--- src/ststr_pkg.sv ---
// Package of constants and types for the self-test status reporter
package ststr_pkg;
  // APB register byte offsets
  localparam logic [7:0] STSTR_OFS_STATUS = 8'h00;
  localparam logic [7:0] STSTR_OFS_CTRL = 8'h04;
  localparam logic [7:0] STSTR_OFS_DISP = 8'h08;
  localparam logic [7:0] STSTR_OFS_SENSOR = 8'h0c;
  localparam logic [7:0] STSTR_OFS_ROMSUM = 8'h10;
  localparam logic [7:0] STSTR_OFS_CRCCNT = 8'h14;
  // Unit status word bit positions
  localparam int STSTR_BIT_CPU = 0;
  localparam int STSTR_BIT_ROM = 1;
  localparam int STSTR_BIT_RAM = 2;
  localparam int STSTR_BIT_LOOP = 4;
  localparam int STSTR_BIT_TMO = 5;
  localparam int STSTR_BIT_CRC = 6;
  localparam int STSTR_BIT_CARR = 7;
  localparam int STSTR_BIT_WDO = 8;
  // Control register bit positions
  localparam int STSTR_CTL_RUN = 0;
  localparam int STSTR_CTL_RECORDER = 1;
  localparam int STSTR_CTL_MASTER_LOST = 2;
  localparam int STSTR_CTL_RECOVERY = 3;
  localparam int STSTR_CTL_LONG_REC = 4;
  // Reset values and sizes
  localparam logic [15:0] STSTR_STATUS_RST = 16'h0000;
  localparam logic [15:0] STSTR_ROMSUM_RST = 16'h0000;
  localparam logic [4:0] STSTR_CTRL_RST = 5'h01;
  localparam int STSTR_ROM_WORDS = 16;
  localparam int STSTR_RAM_WORDS = 8;
  localparam logic [7:0] STSTR_PAT_A = 8'h55;
  localparam logic [7:0] STSTR_PAT_B = 8'haa;
  localparam logic [7:0] STSTR_ALL_ONES = 8'hff;
  localparam logic [1:0] STSTR_CRC_LIMIT = 2'd3;
  // Link timeout: five seconds at 10 MHz
  localparam longint STSTR_TMO_SEC = 5;
  localparam longint STSTR_CLK_HZ = 10000000;
  localparam longint STSTR_TMO_CYC = STSTR_TMO_SEC * STSTR_CLK_HZ;
  // Flash half-period of the status display
  localparam logic [21:0] STSTR_FLASH_CYC = 22'd2500000;
  // Self-test sequencer states
  typedef enum logic [2:0] {ST_IDLE, ST_CPU, ST_ROM, ST_RAM_SAVE, ST_RAM_A, ST_RAM_B,
    ST_RAM_REST} ststr_state_t;
endpackage

--- src/ststr_top.sv ---
// Self-test status reporter: fault capture, self tests, display digit encoding
//
// What this block does
// - Left digit: processor 1, sensor 2, master-loss 4
// - Right digit: printer 1, link 2, recovery 4
// - Group 1: loopback 1, timeout 2, carrier 4
// - Group 2: processor 1, checksum 2, memory 4
// - Group 3: paper 1, offline 2, fault 4
// - Group 4: output loopback 1, master loss 4
// - Sensor group: resets 1, counter 2, loopback 4
// - Group 6: sensor processor, program, data memory
// - Group 7: converter, heater driver, temperature sensor
// - Group 8: calibration range, pressure, power supply
// - Group 9: long recovery, no response, CRC
// - Processor test failure sets status bit 0
// - Program memory sum mismatch sets bit 1
// - Data memory 55/AA test, save and restore
// - Link first character mismatch sets bit 4
// - No poll for five seconds sets bit 5
// - Three bad CRC messages set bit 6
// - Distribution output loopback mismatch sets bit 8
// - Printer status sampled at print start
// - Processor test: FF, minus 55, AA, flags
// - General display flashes until acknowledged
// - Lamp check plus clear enters detailed mode
module ststr_top
  import ststr_pkg::*;
#(
  parameter longint TMO_CYC = STSTR_TMO_CYC,
  parameter logic [21:0] FLASH_CYC = STSTR_FLASH_CYC
)(
  input wire logic sys_clk,
  input wire logic rstn,
  input wire logic psel,
  input wire logic penable,
  input wire logic pwrite,
  input wire logic [7:0] paddr,
  input wire logic [31:0] pwdata,
  output logic [31:0] prdata,
  output logic pready,
  output logic pslverr,
  input wire logic link_tx_first,
  input wire logic [7:0] link_tx_char,
  input wire logic [7:0] link_rx_char,
  input wire logic link_poll_seen,
  input wire logic link_msg_done,
  input wire logic link_crc_bad,
  input wire logic link_carrier_tmo,
  input wire logic wdo_tx_first,
  input wire logic [7:0] wdo_tx_char,
  input wire logic [7:0] wdo_rx_char,
  input wire logic print_start,
  input wire logic [2:0] printer_stat,
  input wire logic indicator_check_input,
  input wire logic status_clear_input,
  output logic [2:0] gen_left_digit,
  output logic [2:0] gen_right_digit,
  output logic gen_blank,
  output logic detail_mode
);

  //////////////////////////////////////////////////////////////////////////////
  // State
  typedef struct packed {
    logic [31:0] prdata;
    logic pready;
    logic pslverr;
    logic [15:0] status;
    logic [4:0] ctrl;
    logic [23:0] sensor;
    logic [15:0] romsum;
    logic [2:0] printer;
    logic [1:0] crc_cnt;
    logic [25:0] tmo_cnt;
    logic [21:0] flash_cnt;
    logic flash_ph;
    logic acked;
    logic [5:0] last_code;
    logic [2:0] gl;
    logic [2:0] gr;
    logic blank;
    logic detail;
    logic [1:0] chk_s1;
    logic [1:0] chk_s2;
    logic clr_prev;
    ststr_state_t st;
    logic [3:0] idx;
    logic [15:0] sum;
    logic [7:0] save;
    logic [STSTR_ROM_WORDS-1:0][7:0] rom;
    logic [STSTR_RAM_WORDS-1:0][7:0] ram;
  } ststr_reg_t;

  ststr_reg_t s_q, s_d;

  //////////////////////////////////////////////////////////////////////////////
  // Helper functions
  // Weighted 3-bit digit from three flags
  function automatic logic [2:0] wdig(input logic w1, input logic w2, input logic w4);
    wdig = {w4, w2, w1};
  endfunction

  // Program memory window, one byte in the low lane of each word
  function automatic logic in_rom(input logic [7:0] a);
    in_rom = (a[7:6] == 2'b01);
  endfunction

  // Data memory window, one byte in the low lane of each word
  function automatic logic in_ram(input logic [7:0] a);
    in_ram = (a[7:5] == 3'b100);
  endfunction

  // Addresses whose writes answer without an error response
  function automatic logic mapped(input logic [7:0] a);
    mapped = (a <= STSTR_OFS_CRCCNT) || in_rom(a) || in_ram(a);
  endfunction

  // Checksum with one more program byte added, wrapping at 16 bits
  function automatic logic [15:0] add_byte(input logic [15:0] s, input logic [7:0] b);
    add_byte = s + {8'h00, b};
  endfunction

  //////////////////////////////////////////////////////////////////////////////
  // Next-state logic
  logic [7:0] cpu_a;
  logic [7:0] cpu_c;
  logic [8:0] cpu_d;
  logic cpu_ok;
  logic link_err;
  logic sens_err;
  logic [2:0] gl_n;
  logic [2:0] gr_n;
  logic wr;
  logic rd;
  logic clr_rise;
  logic [15:0] ev_set;

  always_comb
  begin
    s_d = s_q;
    // Events gather in an empty word so a clear cannot swallow one
    s_d.status = 16'h0000;
    // Processor exercise: 0x7f + 0x80 = FF, FF - 55 = AA, AA + 55 = FF
    cpu_a = 8'h7f + 8'h80;
    cpu_c = cpu_a - STSTR_PAT_A;
    cpu_d = {1'b0, cpu_c} + {1'b0, STSTR_PAT_A};
    cpu_ok = (cpu_a == STSTR_ALL_ONES) && (cpu_c == STSTR_PAT_B) &&
             (cpu_d[7:0] == STSTR_ALL_ONES) && (cpu_d[7:0] != 8'h00) &&
             cpu_d[7] && !cpu_d[8]; // Zero, sign and carry
    wr = psel && penable && pwrite;
    rd = psel && !penable && !pwrite;
    clr_rise = s_q.chk_s2[1] && !s_q.clr_prev;
    s_d.clr_prev = s_q.chk_s2[1];
    s_d.chk_s1 = {status_clear_input, indicator_check_input};
    s_d.chk_s2 = s_q.chk_s1;
    s_d.pready = psel && !penable;
    s_d.pslverr = 1'b0;

    // Self-test sequencer, runs while enabled
    case (s_q.st)
      // Waits for the run bit; clearing it stops tests only between passes
      ST_IDLE:
      begin
        if (s_q.ctrl[STSTR_CTL_RUN])
          s_d.st = ST_CPU;
      end
      // Result of the fixed arithmetic exercise, then start the checksum
      ST_CPU:
      begin
        if (!cpu_ok)
          s_d.status[STSTR_BIT_CPU] = 1'b1;
        s_d.st = ST_ROM;
        s_d.idx = 4'd0;
        s_d.sum = 16'h0000;
      end
      // One program byte per cycle into the running sum
      ST_ROM:
      begin
        s_d.sum = add_byte(s_q.sum, s_q.rom[s_q.idx]); // 16-bit running sum
        s_d.idx = s_q.idx + 4'd1;
        if (s_q.idx == 4'(STSTR_ROM_WORDS - 1))
        begin
          if (add_byte(s_q.sum, s_q.rom[s_q.idx]) != s_q.romsum)
            s_d.status[STSTR_BIT_ROM] = 1'b1;
          s_d.st = ST_RAM_SAVE;
          s_d.idx = 4'd0;
        end
      end
      // Save the location and lay down the first pattern
      ST_RAM_SAVE:
      begin
        // One location per round of four states; bus writes to data memory are dropped meanwhile
        s_d.save = s_q.ram[s_q.idx[2:0]];
        s_d.ram[s_q.idx[2:0]] = STSTR_PAT_A;
        s_d.st = ST_RAM_A;
      end
      // Check the first pattern and lay down the second
      ST_RAM_A:
      begin
        if (s_q.ram[s_q.idx[2:0]] != STSTR_PAT_A)
          s_d.status[STSTR_BIT_RAM] = 1'b1;
        s_d.ram[s_q.idx[2:0]] = STSTR_PAT_B;
        s_d.st = ST_RAM_B;
      end
      // Check the second pattern
      ST_RAM_B:
      begin
        if (s_q.ram[s_q.idx[2:0]] != STSTR_PAT_B)
          s_d.status[STSTR_BIT_RAM] = 1'b1;
        s_d.st = ST_RAM_REST;
      end
      // Put the saved byte back and step to the next location
      ST_RAM_REST:
      begin
        s_d.ram[s_q.idx[2:0]] = s_q.save; // Restore contents
        s_d.idx = s_q.idx + 4'd1;
        s_d.st = (s_q.idx == 4'(STSTR_RAM_WORDS - 1)) ? ST_IDLE : ST_RAM_SAVE;
      end
      default:
        s_d.st = ST_IDLE;
    endcase

    // Loopback compares on first character
    if (link_tx_first && (link_tx_char != link_rx_char))
      s_d.status[STSTR_BIT_LOOP] = 1'b1;
    if (wdo_tx_first && (wdo_tx_char != wdo_rx_char))
      s_d.status[STSTR_BIT_WDO] = 1'b1;
    // Carrier loss from the link receiver is latched as it comes
    if (link_carrier_tmo)
      s_d.status[STSTR_BIT_CARR] = 1'b1;

    // Poll timeout counter
    // The count stops one past the limit so a long silence cannot wrap
    if (link_poll_seen)
      s_d.tmo_cnt = 26'd0;
    else if (s_q.tmo_cnt <= 26'(TMO_CYC))
      s_d.tmo_cnt = s_q.tmo_cnt + 26'd1;
    if (s_q.tmo_cnt > 26'(TMO_CYC))
      s_d.status[STSTR_BIT_TMO] = 1'b1;

    // Bad CRC counter, saturating at the limit
    // Saturating keeps a burst of bad messages from wrapping to zero
    if (link_msg_done && link_crc_bad && (s_q.crc_cnt != STSTR_CRC_LIMIT))
      s_d.crc_cnt = s_q.crc_cnt + 2'd1;
    if (s_q.crc_cnt >= STSTR_CRC_LIMIT)
      s_d.status[STSTR_BIT_CRC] = 1'b1;

    // Printer status sampled at each print start
    if (print_start)
      s_d.printer = printer_stat;

    // Merge this cycle's events into the sticky word
    ev_set = s_d.status;
    s_d.status = s_q.status | ev_set;

    // APB access; status clear is write-one-to-clear, a new event wins
    if (wr)
    begin
      if (paddr == STSTR_OFS_STATUS)
        s_d.status = (s_q.status & ~pwdata[15:0]) | ev_set;
      else if (paddr == STSTR_OFS_CTRL)
        s_d.ctrl = pwdata[4:0];
      else if (paddr == STSTR_OFS_SENSOR)
        s_d.sensor = pwdata[23:0];
      else if (paddr == STSTR_OFS_ROMSUM)
        s_d.romsum = pwdata[15:0];
      else if (paddr == STSTR_OFS_CRCCNT)
        s_d.crc_cnt = 2'd0;
      else if (in_rom(paddr))
        s_d.rom[paddr[5:2]] = pwdata[7:0];
      else if (in_ram(paddr) && (s_q.st == ST_IDLE)) // Closed during a pass
        s_d.ram[paddr[4:2]] = pwdata[7:0];
    end

    // General digits
    // Weight 1 of the left digit covers processor tests and the link loop test
    link_err = s_q.status[STSTR_BIT_TMO] | s_q.status[STSTR_BIT_CRC] |
               s_q.status[STSTR_BIT_CARR] | s_q.sensor[22];
    sens_err = |s_q.sensor;
    gl_n = wdig(|s_q.status[4:0], sens_err, s_q.ctrl[STSTR_CTL_MASTER_LOST]);
    gr_n = wdig(s_q.ctrl[STSTR_CTL_RECORDER] & (|s_q.printer), link_err,
                s_q.ctrl[STSTR_CTL_RECOVERY]);
    s_d.gl = gl_n;
    s_d.gr = gr_n;

    // Flash on new code until acknowledged
    // The phase runs free; only the acknowledge is tied to the code
    if (s_q.flash_cnt == FLASH_CYC)
    begin
      s_d.flash_cnt = 22'd0;
      s_d.flash_ph = !s_q.flash_ph;
    end
    else
      s_d.flash_cnt = s_q.flash_cnt + 22'd1;
    if ({gl_n, gr_n} != s_q.last_code)
      s_d.acked = 1'b0;
    else if (clr_rise && !s_q.chk_s2[0])
      s_d.acked = 1'b1;
    s_d.last_code = {gl_n, gr_n};
    s_d.blank = ({gl_n, gr_n} != 6'd0) && !s_q.acked && s_q.flash_ph;

    // Detailed mode toggles on clear pressed while lamp check held
    // Lamp check alone does nothing; only the clear press acts
    if (clr_rise && s_q.chk_s2[0])
      s_d.detail = !s_q.detail;

    // Read data mux, detailed groups packed into the display register
    s_d.prdata = 32'h0000_0000;
    if (rd)
    begin
      if (paddr == STSTR_OFS_STATUS)
        s_d.prdata = {16'h0000, s_q.status};
      else if (paddr == STSTR_OFS_CTRL)
        s_d.prdata = {27'h0, s_q.ctrl};
      else if (paddr == STSTR_OFS_DISP)
        s_d.prdata = {5'h00,
          s_q.sensor[23:21], // Group 9
          s_q.sensor[20:18], // Group 8
          s_q.sensor[17:15], // Group 7
          s_q.sensor[14:12], // Group 6
          s_q.sensor[11:9], // Sensor group
          wdig(s_q.status[STSTR_BIT_WDO], 1'b0, s_q.ctrl[STSTR_CTL_MASTER_LOST]),
          wdig(s_q.printer[0], s_q.printer[1], s_q.printer[2]),
          wdig(s_q.status[0], s_q.status[1], s_q.status[2]),
          wdig(s_q.status[4], s_q.status[5], s_q.status[7])};
      else if (paddr == STSTR_OFS_SENSOR)
        s_d.prdata = {8'h00, s_q.sensor};
      else if (paddr == STSTR_OFS_ROMSUM)
        s_d.prdata = {16'h0000, s_q.romsum};
      else if (paddr == STSTR_OFS_CRCCNT)
        s_d.prdata = {30'h0, s_q.crc_cnt};
      else if (in_rom(paddr))
        s_d.prdata = {24'h0, s_q.rom[paddr[5:2]]};
      else if (in_ram(paddr))
        s_d.prdata = {24'h0, s_q.ram[paddr[4:2]]};
      else
        s_d.pslverr = 1'b1;
    end
    // Writes to holes are refused at setup too, answered with the ready
    else if (psel && !penable && !mapped(paddr))
      s_d.pslverr = 1'b1;
    if (!(psel && !penable))
      s_d.pslverr = 1'b0;
  end

  //////////////////////////////////////////////////////////////////////////////
  // Register stage
  // Reset loads every field, the memories included, with constants
  always_ff @(posedge sys_clk or negedge rstn)
  begin
    if (!rstn)
    begin
      s_q <= '0;
      s_q.status <= STSTR_STATUS_RST;
      s_q.romsum <= STSTR_ROMSUM_RST;
      s_q.ctrl <= STSTR_CTRL_RST;
      s_q.st <= ST_IDLE;
    end
    else
      s_q <= s_d;
  end

  //////////////////////////////////////////////////////////////////////////////
  // Outputs straight from flops, so pins never see decode glitches
  assign prdata = s_q.prdata;
  assign pready = s_q.pready;
  assign pslverr = s_q.pslverr;
  assign gen_left_digit = s_q.gl;
  assign gen_right_digit = s_q.gr;
  assign gen_blank = s_q.blank;
  assign detail_mode = s_q.detail;

endmodule

--- config.mk ---
export PLATFORM = sky130hd
export DESIGN_NAME = ststr_top
export DESIGN_NICKNAME = d
export VERILOG_FILES = /design/src/ststr_pkg.sv /design/src/ststr_top.sv
export SDC_FILE = /design/constraint.sdc
export NUM_CORES = 1
export LEC_CHECK = 0
export ABC_AREA = 1
export BUFFER_PORTS_ARGS = -buffer_cell sky130_fd_sc_hd__buf_2
export CORE_ASPECT_RATIO = 1.5
export CORE_MARGIN = 3
export CORE_UTILIZATION = 50
export CTS_CLUSTER_SIZE = 8
export DETAILED_ROUTE_END_ITERATION = 8
export PLACE_DENSITY = 0.77
export SLEW_MARGIN = 5
export SYNTH_ARGS = -nofsm -noshare
export SYNTH_HDL_FRONTEND = slang
export SYNTH_SLANG_ARGS = --single-unit
export TNS_END_PERCENT = 20
--- constraint.sdc ---
create_clock -name sys_clk -period 3.9 [get_ports sys_clk]
set_clock_uncertainty 0.1 [all_clocks]
set_input_delay 0.975 -clock sys_clk [delete_from_list [all_inputs] [get_ports sys_clk]]
set_output_delay 0.975 -clock sys_clk [all_outputs]
set_load 0.005 [all_outputs]
== After elaboration in Yosys (flattened, before gate mapping) ==
Index checks and enable logic that the tools add are counted.
Widths: inputs -> output; s select.
Storage, ports and cells
  input port bits: 89
  word-level logic and storage cells: 235
  latch bits: 0
  ROM bits: 0
  bits in writable memories: 0
  memories: 0
  flip-flop bits (word level): 392
  output and inout bits: 42
Operators by class
  equality and inequality tests: 25
  shift-type cells: 0
  $add $sub $neg: 5
  $mul: 0
  magnitude comparators: 11
  multiplexer cells: 83
  divide/modulo/power cells: 0
  reduce and logical (&&, ||, !) cells: 43
  bitwise operators: 19
Operators by type and width (number)
  $mux 64: 8
  $pmux 64 s3: 1
  $bwmux 128: 1
  $bwmux 64: 2
  $mux 27: 4
  $mux 8: 10
  $and 32x32->32: 2
  $bmux 8 s4: 2
  $mux 16: 4
  $not 32->32: 2
  $or 32x32->32: 2
  $mux 61: 1
  $mux 26: 2
  $bmux 8 s3: 2
  $demux 8 s3: 2
  $mux 24: 2
  $mux 45: 1
  $mux 40: 1
  $demux 8 s4: 1
  $or 16x9->16: 2
  $pmux 16 s2: 1
  $add 26x1->26 const B: 1
  $gt 26x26->1 const B: 1
  $le 26x26->1 const B: 1
  other kinds (56): 130

== Longest topological paths before layout ==
  depth after elaboration: 16
  mapped depth: 26
  mapped depth without buffers: 25

== Worst setup path after synthesis ==
OpenSTA, ideal clock, no wires.
  path kind: reg-to-reg
  from: register s_q[217] in the netlist's numbering
  to: register s_q[343] in the netlist's numbering
  setup time: 0.120 ns
  data required time: 3.680 ns
  arrival: 3.174 ns
  slack: 0.506 ns
  cell stages (with the launch flop): 25
  buffers on the path: 2
  cells stage by stage: dfrtp_1 -> inv_1 -> nand3_1 -> inv_1 -> buf_2 -> buf_1 -> a2111oi_0 -> a21oi_1 -> ha_1 -> inv_1 -> fa_1 -> inv_1 -> nand3_1 -> nand2_1 -> nand2_1 -> nand2_1 -> nand2_1 -> nand2_1 -> nand2_1 -> nand2_1 -> nand3_1 -> nor2_1 -> nand3_1 -> nand3_1 -> nand2_1
RTL lines
  start: declaration: RTL line ststr_top.sv:94  | ststr_reg_t s_q, s_d;

==> key figures <==
Status
  – Status: completed

STA
  – Tmin final: ~3.8 ns
  – Worst Tran Pin Value: between 1 and 1.5 ns
  – Rel. slew slack: ~20%
  – Final Hold Vio Count: 0
  – Crit share post-route: a little over nine tenths
  – Setup violations, final: 0
  – Final number of max-transition violations: 0
  – Achievable Freq: 267 MHz
  – Hold slack final: 0.255 ns

Worst setup path
  – CP Launch Type: flop
  – Crit path arrival time: between 4 and 5 ns
  – Crit path max-delay family: simple AND/OR/NAND/NOR gates
  – Required time worst endpoint: between 4 and 5 ns
  – Slowest cell on the critical path: dfrtp_2
  – CP Capture Type: flop
  – Cells along the critical path: buf_4 -> nand3_4 -> buf_4 -> inv_2 -> buf_4 -> a22oi_1 -> nand4_1 -> nor2_1 -> a21oi_1 -> buf_4 -> ha_4 -> nand2_1 -> nor2_2 -> nand3_1 -> nand2_2 -> nand2_1 -> nand2_1 -> nand2_1 -> nand3_1 -> nand3_1 -> nor2_1 -> nand3_1 -> nand3_1 -> nand2_1
  – Crit Path Class: reg -> reg
  – Delay of the slowest critical-path stage: about 0.47 ns
  – Buf/Inv on CP: 5
  – Crit-path max FO: 7

Place
  – DP HPWL: between 50 and 60 mm
  – Port bufs: approximately 120
  – Placer Congestion: about 1.0

Logic synthesis
  – Avg Inst Size Synth: 7.89 um2
  – Synth Area in XOR/XNOR: between 2 and 3%
  – YS warnings: 0
  – Seq cells post-synth: about 380
  – Post-synthesis mux area share: less than 1%
  – Complex-gate fraction of the synthesized area: between 10% and 20%
  – Register area share after synthesis: a little under half
  – Simple logic cell fraction of the synthesized area: a little under a quarter
  – Top FF cell, synth: dfrtp_1
  – Netlist cell types: 65
  – Synthesized-area fraction occupied by adder cells: less than 1%
  – Largest family of logic cells by synthesized area: simple AND/OR/NAND/NOR gates
  – Syn Inst Count: about 2700
  – Post-synth EDFFs: 0
  – Synthesized area: 21100 um2
  – Async SR Flop Fraction: 100%

CTS
  – CTS tree: yes
  – Worst-Skew Late Latency: 0.59 ns
  – Clock-pin slew on the worst setup and hold paths: 0.05 ns
  – Post-CTS Hold Buffers: 0
  – Root Buffer: clkbuf_16
  – Cts bufs inserted: 53
  – H-tree depth: 2
  – CTS Sinks: 381
  – Clock buffer depth: 3

Finish
  – Area delta synth->final: 15.3%
  – Most common cell after layout, fill and taps aside: nand2_1
  – Commonest cells after routing, fill and taps aside: nand2_1 (669), dfrtp_1 (377), inv_1 (273), o21ai_0 (273), nor2_1 (144)
  – # fillers: 3763
  – Post-layout util: 58.8%
  – Fraction of layout cells with a size suffix above 1: between 10 and 15%
  – # nets final: around 2900

Global routing
  – Via count of the first global-routing pass: approximately 20000
  – Initial antenna violation count: 0
  – Largest net degree at the start of global routing: a little over 90
  – Global-route wire length before repair: 113 mm
  – Grt ovf: 0
  – Total GRT Usage: 31.8%

Die
  – Die W: approximately 170 um
  – Starting density of the core: between 50% and 60%
  – Total core area: roughly 41000 um2
  – Die area: 44800 um2
  – Die H: 258 um
  – Ports: 131
  – FP Rows: 91

Run
  – Max cap viols: 0

Power and ir drop
  – Worst VDD drop: a little under 0.4 mV
  – Pleak: around 11 nW
  – Pwr Density: around 530 nW/um2
  – Overall Power: ~13 mW

Routing
  – Via density: 6.08
  – Drc violations: 0
  – WL final: ~73 mm
  – Via count: 20697
  – Detailed router's first-iteration violation count: between 2000 and 2500
  – Routed Antenna Nets: 0
  – Pre-antenna DRT Iters: 8
  – DR WL/cell: roughly 21 um

Hold path
  – Hold Crit Class: reg -> reg
-- routing by layer --
metal  routed length (um)  global-route usage (%)  vias to the layer above
met5                    0                       0                        -
li1                     -                       -                     9317
met1                26100                    35.8                     9820
met3                 5680                    5.59                      375
met4                 6590                    25.4                        0
met2                34700                    52.9                     1185
-- through the flow --
stage / std cells / TNS (ns) / worst slack (ns) / cell area [um2]
floorplan: 2681 / 0 / 0.506 / 21100
global placement: 3327 / -0.0554 / -0.0554 / 22700
detailed placement: 3327 / -0.108 / -0.108 / 22700
CTS: 3398 / 0 / 0.00939 / 24100
global route: 3401 / -0.00860 / -0.00860 / 24300
finish: 3402 / 0 / 0.149 / 24300
-- power by group --
group          internal, mW  total (mW)  leakage, nW  switching [mW]
Clock                  2.43        4.14        0.689            1.70
Combinational          1.47        3.96         5.50            2.49
Sequential             4.45        4.92         5.06           0.472
-- cells by family after synthesis --
group / Yosys count
AOI/OAI and AO/OA: 664
xor gates and xnor gates: 60
adders and majority gates: 15
buffers and inverters: 453
DFF: 381
muxes: 2
other: 1
and+or+nand+nor: 1101
-- cells in the mapped netlist (all sizes together), types with 3 or more instances --
| cell | n | area share (%) |
|---|---|---|
| nand2 | 685 | 12 |
| dfrtp | 380 | 45 |
| o21ai | 340 | 8.1 |
| inv | 293 | 5.2 |
| nor2 | 164 | 3.3 |
| nand3 | 112 | 3.0 |
| buf | 94 | 2.8 |
| a22oi | 82 | 2.9 |
| nand4 | 77 | 2.3 |
| a21oi | 75 | 1.8 |
| clkbuf | 62 | 1.1 |
| o221ai | 43 | 1.8 |
| o22ai | 40 | 1.2 |
| xor2 | 37 | 1.5 |
| nor3 | 26 | 0.84 |
| xnor2 | 22 | 0.91 |
| a221oi | 16 | 0.66 |
| nor4 | 16 | 0.47 |
| o211ai | 15 | 0.53 |
| ha | 14 | 0.83 |
| a22o | 11 | 0.46 |
| or2 | 10 | 0.30 |
| o2111ai | 8 | 0.33 |
| a21boi | 7 | 0.25 |
| nand3b | 6 | 0.21 |
| a211oi | 5 | 0.18 |
| a31oi | 4 | 0.12 |
| clkinv | 4 | 0.071 |
| o31ai | 4 | 0.21 |
| a2111oi | 3 | 0.12 |
-- final timing paths --
path	start	to	slack, ns	depth (start not counted)
worst max-delay path	s_q[218]	s_q[343]	0.15	24
worst min-delay path	s_d[225]	s_d[223]	0.25	0
worst max register to register	s_q[218]	s_q[343]	0.15	24
worst min register to register	s_d[225]	s_d[223]	0.25	0
max in group asynchronous	rstn	s_q[84]	2.41	2
min in group asynchronous	rstn	s_q[213]	0.29	1
-- layout make-up --
| cell class | instances | area [um2] | share of cell area [%] |
|---|---|---|---|
| sequential | 381 | 9540 | 39.2 |
| tap | 558 | 698 | 2.87 |
| multi-input combinational | 1847 | 9850 | 40.4 |
| clock buffer | 68 | 1380 | 5.68 |
| antenna | 1 | 2.50 | 0.0103 |
| clock inverter | 3 | 41.3 | 0.170 |
| inverter | 297 | 1120 | 4.60 |
| timing repair buffer | 247 | 1720 | 7.05 |
-- sequential cells by signal, summed over array words and instances (netlist names) --
register         cells
gr_n                 1
detail_mode          1
pready               1
gl_n                 1
gen_left_digit       3
gen_blank            1
s_d                  3
s_q                340
pslverr              1
gen_right_digit      2
prdata              27
-- repair_timing --
action,4_1_cts,5_1_grt
endpoints found under the setup margin,1,10
buffers inserted,0,3
cloned,0,0
gates resized for setup,8,39
pin swaps,0,5
No activity file was read; power rests on OpenSTA's default activity.
